## config.mk

```make
export PLATFORM = sky130hd
export DESIGN_NAME = mcs_regs
export DESIGN_NICKNAME = d
export VERILOG_FILES = /design/src/hdl/mcs_pkg.sv /design/src/hdl/mcs_cmp_if.sv /design/src/hdl/mcs_limit_cmp.sv /design/src/hdl/mcs_regs.sv
export SDC_FILE = /design/constraint.sdc
export NUM_CORES = 1
export LEC_CHECK = 0
export BUFFER_PORTS_ARGS = -buffer_cell sky130_fd_sc_hd__buf_4
export CAP_MARGIN = 5
export CORE_ASPECT_RATIO = 0.7
export CORE_MARGIN = 5
export CORE_UTILIZATION = 48
export DETAILED_ROUTE_END_ITERATION = 12
export GPL_TIMING_DRIVEN = 0
export PLACE_DENSITY_LB_ADDON = 0.25
export RECOVER_POWER = 100
export SYNTH_ARGS = -nofsm -noshare
export SYNTH_HDL_FRONTEND = slang
export SYNTH_SLANG_ARGS = --single-unit
```

## constraint.sdc

```tcl
create_clock -name clk -period 2.79 [get_ports clk]
set_input_delay 0.1395 -clock clk [delete_from_list [all_inputs] [get_ports clk]]
set_output_delay 0.1395 -clock clk [all_outputs]
set_load 0.02 [all_outputs]
```

## src/hdl/mcs_pkg.sv

```systemverilog
/*
 * Package for the monitor configuration and limit status registers:
 * offsets, field positions, reset values, default limits, timing counts
 * and the power-up state type.
 * Assumes 8-bit registers on an 8-bit address space and a 250 MHz clock.
 */
package mcs_pkg;

   // ---------------------------------------------------------------
   // widths
   // ---------------------------------------------------------------
   localparam int MCS_DW  = 8;
   localparam int MCS_AW  = 8;
   localparam int MCS_NCH = 7;

   // ---------------------------------------------------------------
   // register offsets
   // ---------------------------------------------------------------
   localparam logic [7:0] MCS_OFS_CONFIG     = 8'h40;
   localparam logic [7:0] MCS_OFS_STATUS     = 8'h41;
   localparam logic [7:0] MCS_OFS_IRQ_STATUS = 8'h3e;
   localparam logic [7:0] MCS_OFS_IRQ_MASK   = 8'h3f;

   // ---------------------------------------------------------------
   // reset values
   // ---------------------------------------------------------------
   localparam logic [7:0] MCS_CONFIG_RESET   = 8'h00;
   localparam logic [7:0] MCS_STATUS_RESET   = 8'h00;
   localparam logic [7:0] MCS_IRQ_RESET      = 8'h00;

   // ---------------------------------------------------------------
   // monitor_configuration fields
   // ---------------------------------------------------------------
   localparam int MCS_CFG_START      = 0;
   localparam int MCS_CFG_LOCK       = 1;
   localparam int MCS_CFG_READY      = 2;
   localparam int MCS_CFG_FULL_SPEED = 3;
   localparam int MCS_CFG_POWER_CALC = 4;
   localparam int MCS_CFG_SPINUP_DIS = 5;
   localparam int MCS_CFG_TIMEOUT_DIS = 6;
   localparam int MCS_CFG_SUPPLY_5V  = 7;
   // start, power calc, timeout disable, supply scale
   localparam logic [7:0] MCS_CFG_LOCKABLE = 8'hd1;
   // full speed and spin-up pulse disable stay writable
   localparam logic [7:0] MCS_CFG_FREE     = 8'h28;

   // ---------------------------------------------------------------
   // limit_status_first / interrupt fields
   // ---------------------------------------------------------------
   localparam int MCS_ST_SUMMARY  = 7;
   localparam int MCS_IRQ_READY   = 7;

   // ---------------------------------------------------------------
   // channels and power-up default limits
   // ---------------------------------------------------------------
   // channels 4..6 are two's complement temperatures
   localparam logic [6:0] MCS_CH_SIGNED     = 7'h70;
   localparam logic [7:0] MCS_VOLT_LOW_DEF  = 8'h00;
   localparam logic [7:0] MCS_VOLT_HIGH_DEF = 8'hff;
   localparam logic [7:0] MCS_TEMP_LOW_DEF  = 8'h81;
   localparam logic [7:0] MCS_TEMP_HIGH_DEF = 8'h7f;

   // ---------------------------------------------------------------
   // timing
   // ---------------------------------------------------------------
   localparam int MCS_CLK_FREQ_MHZ = 250;
   localparam int MCS_PWRUP_TIME_NS = 1000;
   localparam int MCS_PWRUP_CYCLES =
      (MCS_PWRUP_TIME_NS * MCS_CLK_FREQ_MHZ + 999) / 1000;

   typedef enum logic [0:0] {
      MCS_PWR_WAIT,
      MCS_PWR_READY
   } mcs_pwr_state_type;

endpackage

```

## src/hdl/mcs_cmp_if.sv

```systemverilog
/*
 * Carrier between the register block and the limit comparator:
 * readings, programmed limits, limit select and violation flags.
 * Assumes both ends run on the same clock.
 */
`timescale 1ns/1ps
interface mcs_cmp_if #(
   parameter int NCH = 7,
   parameter int DW  = 8
);
   logic [NCH-1:0][DW-1:0] reading;
   logic [NCH-1:0][DW-1:0] prog_low;
   logic [NCH-1:0][DW-1:0] prog_high;
   logic                   use_prog;
   logic [NCH-1:0]         violation;

   modport regs (
      output reading,
      output prog_low,
      output prog_high,
      output use_prog,
      input  violation
   );

   modport cmp (
      input  reading,
      input  prog_low,
      input  prog_high,
      input  use_prog,
      output violation
   );
endinterface

```

## src/hdl/mcs_limit_cmp.sv

```systemverilog
/*
 * Per-channel window comparator, programmed or power-up default limits.
 * Assumes readings and limits are synchronous to clk.
 */
`timescale 1ns/1ps
module mcs_limit_cmp
   import mcs_pkg::*;
#(
   parameter int NCH = MCS_NCH
) (
   input wire logic   clk,
   input wire logic   rst_n,
   mcs_cmp_if.cmp     cmp
);

   logic [NCH-1:0] nxt_violation;
   logic [NCH-1:0] violation_ff;

   // ---------------------------------------------------------------
   // comparators
   // ---------------------------------------------------------------
   for (genvar i = 0; i < NCH; i++) begin : g_ch
      wire logic       is_temp = MCS_CH_SIGNED[i];
      wire logic [7:0] def_lo  = is_temp ? MCS_TEMP_LOW_DEF
                                         : MCS_VOLT_LOW_DEF;
      wire logic [7:0] def_hi  = is_temp ? MCS_TEMP_HIGH_DEF
                                         : MCS_VOLT_HIGH_DEF;
      wire logic [7:0] lo = cmp.use_prog ? cmp.prog_low[i]  : def_lo;
      wire logic [7:0] hi = cmp.use_prog ? cmp.prog_high[i] : def_hi;
      wire logic       above = is_temp
         ? ($signed(cmp.reading[i]) > $signed(hi))
         : (cmp.reading[i] > hi);
      wire logic       below = is_temp
         ? ($signed(cmp.reading[i]) <= $signed(lo))
         : (cmp.reading[i] <= lo);
      assign nxt_violation[i] = above | below;
   end

   always_ff @(posedge clk) begin
      if (!rst_n) begin
         violation_ff <= '0;
      end else begin
         violation_ff <= nxt_violation;
      end
   end

   assign cmp.violation = violation_ff;

endmodule // mcs_limit_cmp

```

## src/hdl/mcs_regs.sv

```systemverilog
/*
 * Configuration and first limit-status registers of a hardware monitor
 * and fan controller, with a power-up ready timer, limit comparison and
 * a masked interrupt.
 * Assumes a register port master on clk, readings and limit registers
 * supplied by same-clock logic, and rst_n as the power-on reset.
 */
`timescale 1ns/1ps
module mcs_regs
   import mcs_pkg::*;
#(
   parameter int          NCH          = MCS_NCH,
   parameter logic [15:0] PWRUP_CYCLES = 16'(MCS_PWRUP_CYCLES)
) (
   input  wire logic                   clk,
   input  wire logic                   rst_n,
   input  wire logic [MCS_AW-1:0]      reg_addr,
   input  wire logic [MCS_DW-1:0]      reg_wdata,
   input  wire logic                   reg_wr,
   input  wire logic                   reg_rd,
   output      logic [MCS_DW-1:0]      reg_rdata,
   input  wire logic [NCH-1:0][7:0]    reading,
   input  wire logic [NCH-1:0][7:0]    prog_low,
   input  wire logic [NCH-1:0][7:0]    prog_high,
   input  wire logic [7:0]             second_status_latched,
   output      logic                   monitor_enable,
   output      logic                   full_speed_force,
   output      logic                   spinup_pulse_disable,
   output      logic                   bus_timeout_disable,
   output      logic                   supply_scale_5v,
   output      logic                   power_calc_enable,
   output      logic                   limit_lock,
   output      logic                   device_ready,
   output      logic                   irq
);

   // ---------------------------------------------------------------
   // declarations
   // ---------------------------------------------------------------
   mcs_cmp_if #(.NCH(NCH), .DW(MCS_DW)) cmp_bus ();

   logic [7:0]        config_ff;
   logic [7:0]        nxt_config;
   logic [6:0]        status_ff;
   logic [6:0]        nxt_status;
   logic [7:0]        irq_status_ff;
   logic [7:0]        nxt_irq_status;
   logic [7:0]        irq_mask_ff;
   logic [7:0]        nxt_irq_mask;
   logic [7:0]        rdata_ff;
   logic [7:0]        nxt_rdata;
   logic [15:0]       pwr_cnt_ff;
   logic [15:0]       nxt_pwr_cnt;
   mcs_pwr_state_type pwr_state_ff;
   mcs_pwr_state_type nxt_pwr_state;
   logic              ready_rise;

   // ---------------------------------------------------------------
   // address decode
   // ---------------------------------------------------------------
   wire logic hit_config   = (reg_addr == MCS_OFS_CONFIG);
   wire logic hit_status   = (reg_addr == MCS_OFS_STATUS);
   wire logic hit_irq_stat = (reg_addr == MCS_OFS_IRQ_STATUS);
   wire logic hit_irq_mask = (reg_addr == MCS_OFS_IRQ_MASK);

   wire logic wr_config    = reg_wr & hit_config;
   wire logic wr_irq_stat  = reg_wr & hit_irq_stat;
   wire logic wr_irq_mask  = reg_wr & hit_irq_mask;
   wire logic rd_status    = reg_rd & hit_status;

   // ---------------------------------------------------------------
   // power-up ready timer
   // ---------------------------------------------------------------
   wire logic pwr_done = (pwr_cnt_ff == (PWRUP_CYCLES - 16'h0001));

   always_comb begin
      nxt_pwr_state = pwr_state_ff;
      nxt_pwr_cnt   = pwr_cnt_ff;
      ready_rise    = 1'b0;
      case (pwr_state_ff)
         MCS_PWR_WAIT: begin
            nxt_pwr_cnt = pwr_cnt_ff + 16'h0001;
            if (pwr_done) begin
               nxt_pwr_state = MCS_PWR_READY;
               ready_rise    = 1'b1;
            end
         end
         MCS_PWR_READY: begin
            nxt_pwr_cnt = pwr_cnt_ff;
         end
         default: begin
            nxt_pwr_state = MCS_PWR_WAIT;
            nxt_pwr_cnt   = 16'h0000;
         end
      endcase
   end

   always_ff @(posedge clk) begin
      if (!rst_n) begin
         pwr_state_ff <= MCS_PWR_WAIT;
         pwr_cnt_ff   <= 16'h0000;
      end else begin
         pwr_state_ff <= nxt_pwr_state;
         pwr_cnt_ff   <= nxt_pwr_cnt;
      end
   end

   wire logic ready = (pwr_state_ff == MCS_PWR_READY);

   // ---------------------------------------------------------------
   // monitor_configuration
   // ---------------------------------------------------------------
   wire logic locked = config_ff[MCS_CFG_LOCK];

   // lockable fields take writes only while unlocked
   wire logic [7:0] cfg_wr_mask =
      locked ? MCS_CFG_FREE : (MCS_CFG_LOCKABLE | MCS_CFG_FREE);

   // lock sets once and never clears before power-on reset
   wire logic lock_set = wr_config & reg_wdata[MCS_CFG_LOCK];

   always_comb begin
      nxt_config = config_ff;
      // masked-off bits keep their value, no error
      if (wr_config) begin
         nxt_config = (config_ff & ~cfg_wr_mask)
                    | (reg_wdata & cfg_wr_mask);
      end
      nxt_config[MCS_CFG_LOCK]  = locked | lock_set;
      // ready bit is hardware owned, writes ignored
      nxt_config[MCS_CFG_READY] = ready;
   end

   always_ff @(posedge clk) begin
      if (!rst_n) begin
         config_ff <= MCS_CONFIG_RESET;
      end else begin
         config_ff <= nxt_config;
      end
   end

   // ---------------------------------------------------------------
   // limit comparison
   // ---------------------------------------------------------------
   assign cmp_bus.reading   = reading;
   assign cmp_bus.prog_low  = prog_low;
   assign cmp_bus.prog_high = prog_high;
   assign cmp_bus.use_prog  = config_ff[MCS_CFG_START];

   mcs_limit_cmp #(
      .NCH (NCH)
   ) u_cmp (
      .clk   (clk),
      .rst_n (rst_n),
      .cmp   (cmp_bus)
   );

   // no flags before the part is ready: readings are not yet valid
   wire logic [6:0] fault = cmp_bus.violation & {NCH{ready}};

   // ---------------------------------------------------------------
   // limit_status_first
   // ---------------------------------------------------------------
   // bits 0-3 voltage channels
   // a read keeps only bits whose fault still stands
   // a fault present in the read cycle wins over the clear
   assign nxt_status = rd_status ? fault : (status_ff | fault);

   always_ff @(posedge clk) begin
      if (!rst_n) begin
         status_ff <= MCS_STATUS_RESET[6:0];
      end else begin
         status_ff <= nxt_status;
      end
   end

   // summary follows the second register continuously
   wire logic       summary   = |second_status_latched;
   wire logic [7:0] status_rd = {summary, status_ff};

   // ---------------------------------------------------------------
   // interrupt status and mask
   // ---------------------------------------------------------------
   // new flags, and the ready rise, are the events
   wire logic [6:0] new_flag = fault & ~status_ff;
   wire logic [7:0] irq_ev   = {ready_rise, new_flag};
   wire logic [7:0] irq_clr  = wr_irq_stat ? reg_wdata : 8'h00;

   // set wins over a write-one clear in the same cycle
   assign nxt_irq_status = (irq_status_ff & ~irq_clr) | irq_ev;
   assign nxt_irq_mask   = wr_irq_mask ? reg_wdata : irq_mask_ff;

   always_ff @(posedge clk) begin
      if (!rst_n) begin
         irq_status_ff <= MCS_IRQ_RESET;
         irq_mask_ff   <= MCS_IRQ_RESET;
      end else begin
         irq_status_ff <= nxt_irq_status;
         irq_mask_ff   <= nxt_irq_mask;
      end
   end

   // mask bit one lets the event through
   assign irq = |(irq_status_ff & irq_mask_ff);

   // ---------------------------------------------------------------
   // read data
   // ---------------------------------------------------------------
   // snapshot is taken from the pre-clear value of the status bits
   always_comb begin
      nxt_rdata = 8'h00;
      if (reg_rd) begin
         if (hit_config) begin
            nxt_rdata = config_ff;
         end else if (hit_status) begin
            nxt_rdata = status_rd;
         end else if (hit_irq_stat) begin
            nxt_rdata = irq_status_ff;
         end else if (hit_irq_mask) begin
            nxt_rdata = irq_mask_ff;
         end
      end
   end

   always_ff @(posedge clk) begin
      if (!rst_n) begin
         rdata_ff <= 8'h00;
      end else begin
         rdata_ff <= nxt_rdata;
      end
   end

   assign reg_rdata = rdata_ff;

   // ---------------------------------------------------------------
   // control outputs
   // ---------------------------------------------------------------
   // runs only when started and the ready bit already reads one
   assign monitor_enable       = config_ff[MCS_CFG_START]
                               & config_ff[MCS_CFG_READY];
   assign full_speed_force     = config_ff[MCS_CFG_FULL_SPEED];
   // spin-up logic holds PWM high for whole timeout
   assign spinup_pulse_disable = config_ff[MCS_CFG_SPINUP_DIS];
   assign bus_timeout_disable  = config_ff[MCS_CFG_TIMEOUT_DIS];
   // supply input scaled for 5.0 V when set, else 3.3 V
   assign supply_scale_5v      = config_ff[MCS_CFG_SUPPLY_5V];
   // power-calc flag held and locked like start, timeout disable and supply scale
   assign power_calc_enable    = config_ff[MCS_CFG_POWER_CALC];
   assign limit_lock           = locked;
   assign device_ready         = config_ff[MCS_CFG_READY];

endmodule // mcs_regs

```

==> flow_summary.yaml <==
timing:
  fin_ws_ps: 334
  tightest_slew_ps: 1040
  hold_viol_final: 0
  fin_crit_ps: 2460
  holdWs_ps: 61.3
  setup_violations: 0
  skew_ps: 6.05
  max_slew_margin_pct: 30.5
  fin_crit_sh_pct: 88.0
  drv_slew: 0
  clock.fmax_ghz: 0.407
  rsz0062_at_grt: "no"
logic_synthesis:
  yosys.area.top_type: "ha_1"
  syn_inst: 712
  synth.top_cell.area_share_pct: 25.4
  synth_area_leaders: "ha_1, dfxtp_1, nor2b_1"
  ys_types: 55
  postSynth.asyncResetShare_pct: 0
  yosys_warnings: 0
  avgSynthCellArea_um2: 7.90
  syn-num-nets: 1022
  ys_seq_elements: 63
  syn_area_um2: 5630
  synth_edf_count: 0
  yosysSeqAreaShare_pct: 22.4
  dominantRegCellSynth: "dfxtp_1"
clock_tree:
  cts_tree: "done"
  clkSlewWorstSetupHoldPaths_ps: 60
  clk_latency_ps: 330
  cts_resized: 1
  post_cts_buffers: 0
  htreeDepth: 3
  cts_buffers: 9
  cts-hold-fix-buffers: 0
  cts-root-buf: "clkbuf_16"
  cts_sinks: 63
  clockBufferDepth: 2
finish:
  drive_above_1_share_pct: 23.0
  nets: 1244
  antenna_cells: 0
  multiInputGateArea_um2: 4150
  nFillCells: 1073
  layout_common_cells: "buf_4, ha_1, nand2_1, a21oi_1, dfxtp_1"
  final_cells: 1096
  final_common_cell: "buf_4"
  register_area_um2: 1260
  synthToLayoutAreaGrowth_pct: 35.0
global_route:
  grt_first_pass_wirelength_mm: 27.6
  grt_overflow_total: 0
  grt_max_degree: 13
  antenna_found_initial: 0
  grt_usage_pct: 23.9
  grt_pass1_vias: 5846
power:
  power.density_nw_per_um2: 325
  ir_drop_v: 0.000273
  finalPower_mw: 2.47
  p_leak_nw: 3.36
floorplan:
  die_w_um: 139
  rows: 33
  ios: 213
  coreArea_um2: 11600
  die_y_um: 101
  dieArea_um2: 14000
  start_util_pct: 48.5
outcome:
  outcome: "finished, final reports clean"
worst_setup_path:
  reg2regPathDepth: 7
  crit_path_end_kind: "register"
  worstPathArrival_ps: 2670
  cp_max_fo: 10
  cp-start-kind: "register"
  crit_type: "reg -> reg"
  crit_required_ps: 3000
detailed_routing:
  via_per_inst: 5.44
  wl_mm: 17.1
  vias: 5963
  detail_route.wl_per_cell_um: 15.6
  dr.first_iter.drc_count: 298
  postRouteAntennaNets: 0
  drc_errors: 0
  drtPass1Iterations: 5
placement:
  pre_cts_ws_ps: -23.9
  io_buffers: 212
  place_inst: 1081
  gp_congestion: 0.911
  dp_hpwl_mm: 14.4
min_path:
  hold_depth: 3
  hp-class: "in -> reg"
flow_run:
  max_cap_violations: 0
[final timing paths]
path / from / end / slack (ps)
worst max register to register: register / u_cmp.cmp.violation[6] / 330
worst min register to register: irq_mask_ff[3] / irq_mask_ff[3] / 470
worst min-delay path: reg_wdata[4] / register / 60
worst max-delay path: register / u_cmp.cmp.violation[6] / 330
[routing by layer]
| layer | GRT usage, % | part of all wire (%) | routed length, um |
|---|---|---|---|
| met1 | 31.2 | 45 | 7750 |
| met3 | 8.16 | 9.7 | 1650 |
| met5 | 0 | 0 | 0 |
| met2 | 39.2 | 44 | 7450 |
| met4 | 4.21 | 1.2 | 207 |
[where the power goes]
group          total, mW  internal [mW]  switching, mW
Sequential         0.919          0.912        0.00649
Combinational      0.454          0.264          0.190
Clock               1.09          0.691          0.403
[sequential cells by signal, summed over array words and instances, names as in the netlist, named ones only]
name,count
pwr_cnt_ff,16
irq_mask_ff,8
config_ff,4
pwr_state_ff,1
irq_status_ff,8
status_ff,7
reg_rdata,8
u_cmp.cmp.violation,7
[Yosys cell counts (4+ instances only)]
| cell | number |
|---|---|
| o22ai_1 | 5 |
| a31oi_1 | 5 |
| a21oi_1 | 65 |
| and2_1 | 9 |
| o21ai_0 | 40 |
| dfxtp_1 | 63 |
| a21boi_0 | 7 |
| a21o_1 | 4 |
| ha_1 | 114 |
| nor2b_1 | 59 |
| nand4_1 | 25 |
| xor2_1 | 8 |
| a22oi_1 | 11 |
| nand2b_1 | 11 |
| and4_1 | 6 |
| o211ai_1 | 8 |
| o21a_1 | 12 |
| nand2_1 | 96 |
| nor3_1 | 6 |
| a211oi_1 | 6 |
| inv_1 | 19 |
| nor2_1 | 38 |
| clkbuf_1 | 20 |
| or3_1 | 5 |
| nand3_1 | 26 |
[per-stage QoR]
| step | TNS (ps) | instance area (um2) | utilization (%) |
|---|---|---|---|
| final | 0 | 7600 | 65.5 |
| after global routing | 0 | 7600 | 65.5 |
| after CTS | 0 | 7710 | 66.5 |
| after detailed placement | -29.0 | 7410 | 63.9 |
| after global placement | -31.2 | 7410 | 63.9 |
| after floorplan | 0 | 5630 | - |
[area by class of cell]
class                           instances  area share (%)
Buffer                                 23            1.24
Tap cell                              157            2.59
Clock buffer                            9            2.96
Inverter                               21            1.04
Clock inverter                          7           0.972
Multi-Input combinational cell        604            54.6
Sequential cell                        63            16.6
Timing Repair Buffer                  212            20.0
[worst max-delay path, stage by stage, from the launching register on]
cell and delay [ps]:
dfxtp_1 450, clkbuf_2 310, clkbuf_1 390, nand2_1 130, ha_1 360, nand4_1 130
or2_2 300, a41o_1 260
[kinds of logic (layout without fill, tap and decap cells)]
| family | after synthesis | in the layout | share of synthesized area, % |
|---|---|---|---|
| adders and majority gates | 114 | 114 | 25.4 |
| and+or+nand+nor | 304 | 304 | 28.6 |
| muxes | 3 | 3 | 0.534 |
| AOI/OAI and AO/OA | 172 | 172 | 18.2 |
| buffers and inverters | 45 | 272 | 3.11 |
| DFF | 63 | 63 | 22.4 |
| xor gates and xnor gates | 11 | 11 | 1.71 |
Power figures use the tool's default switching activity.
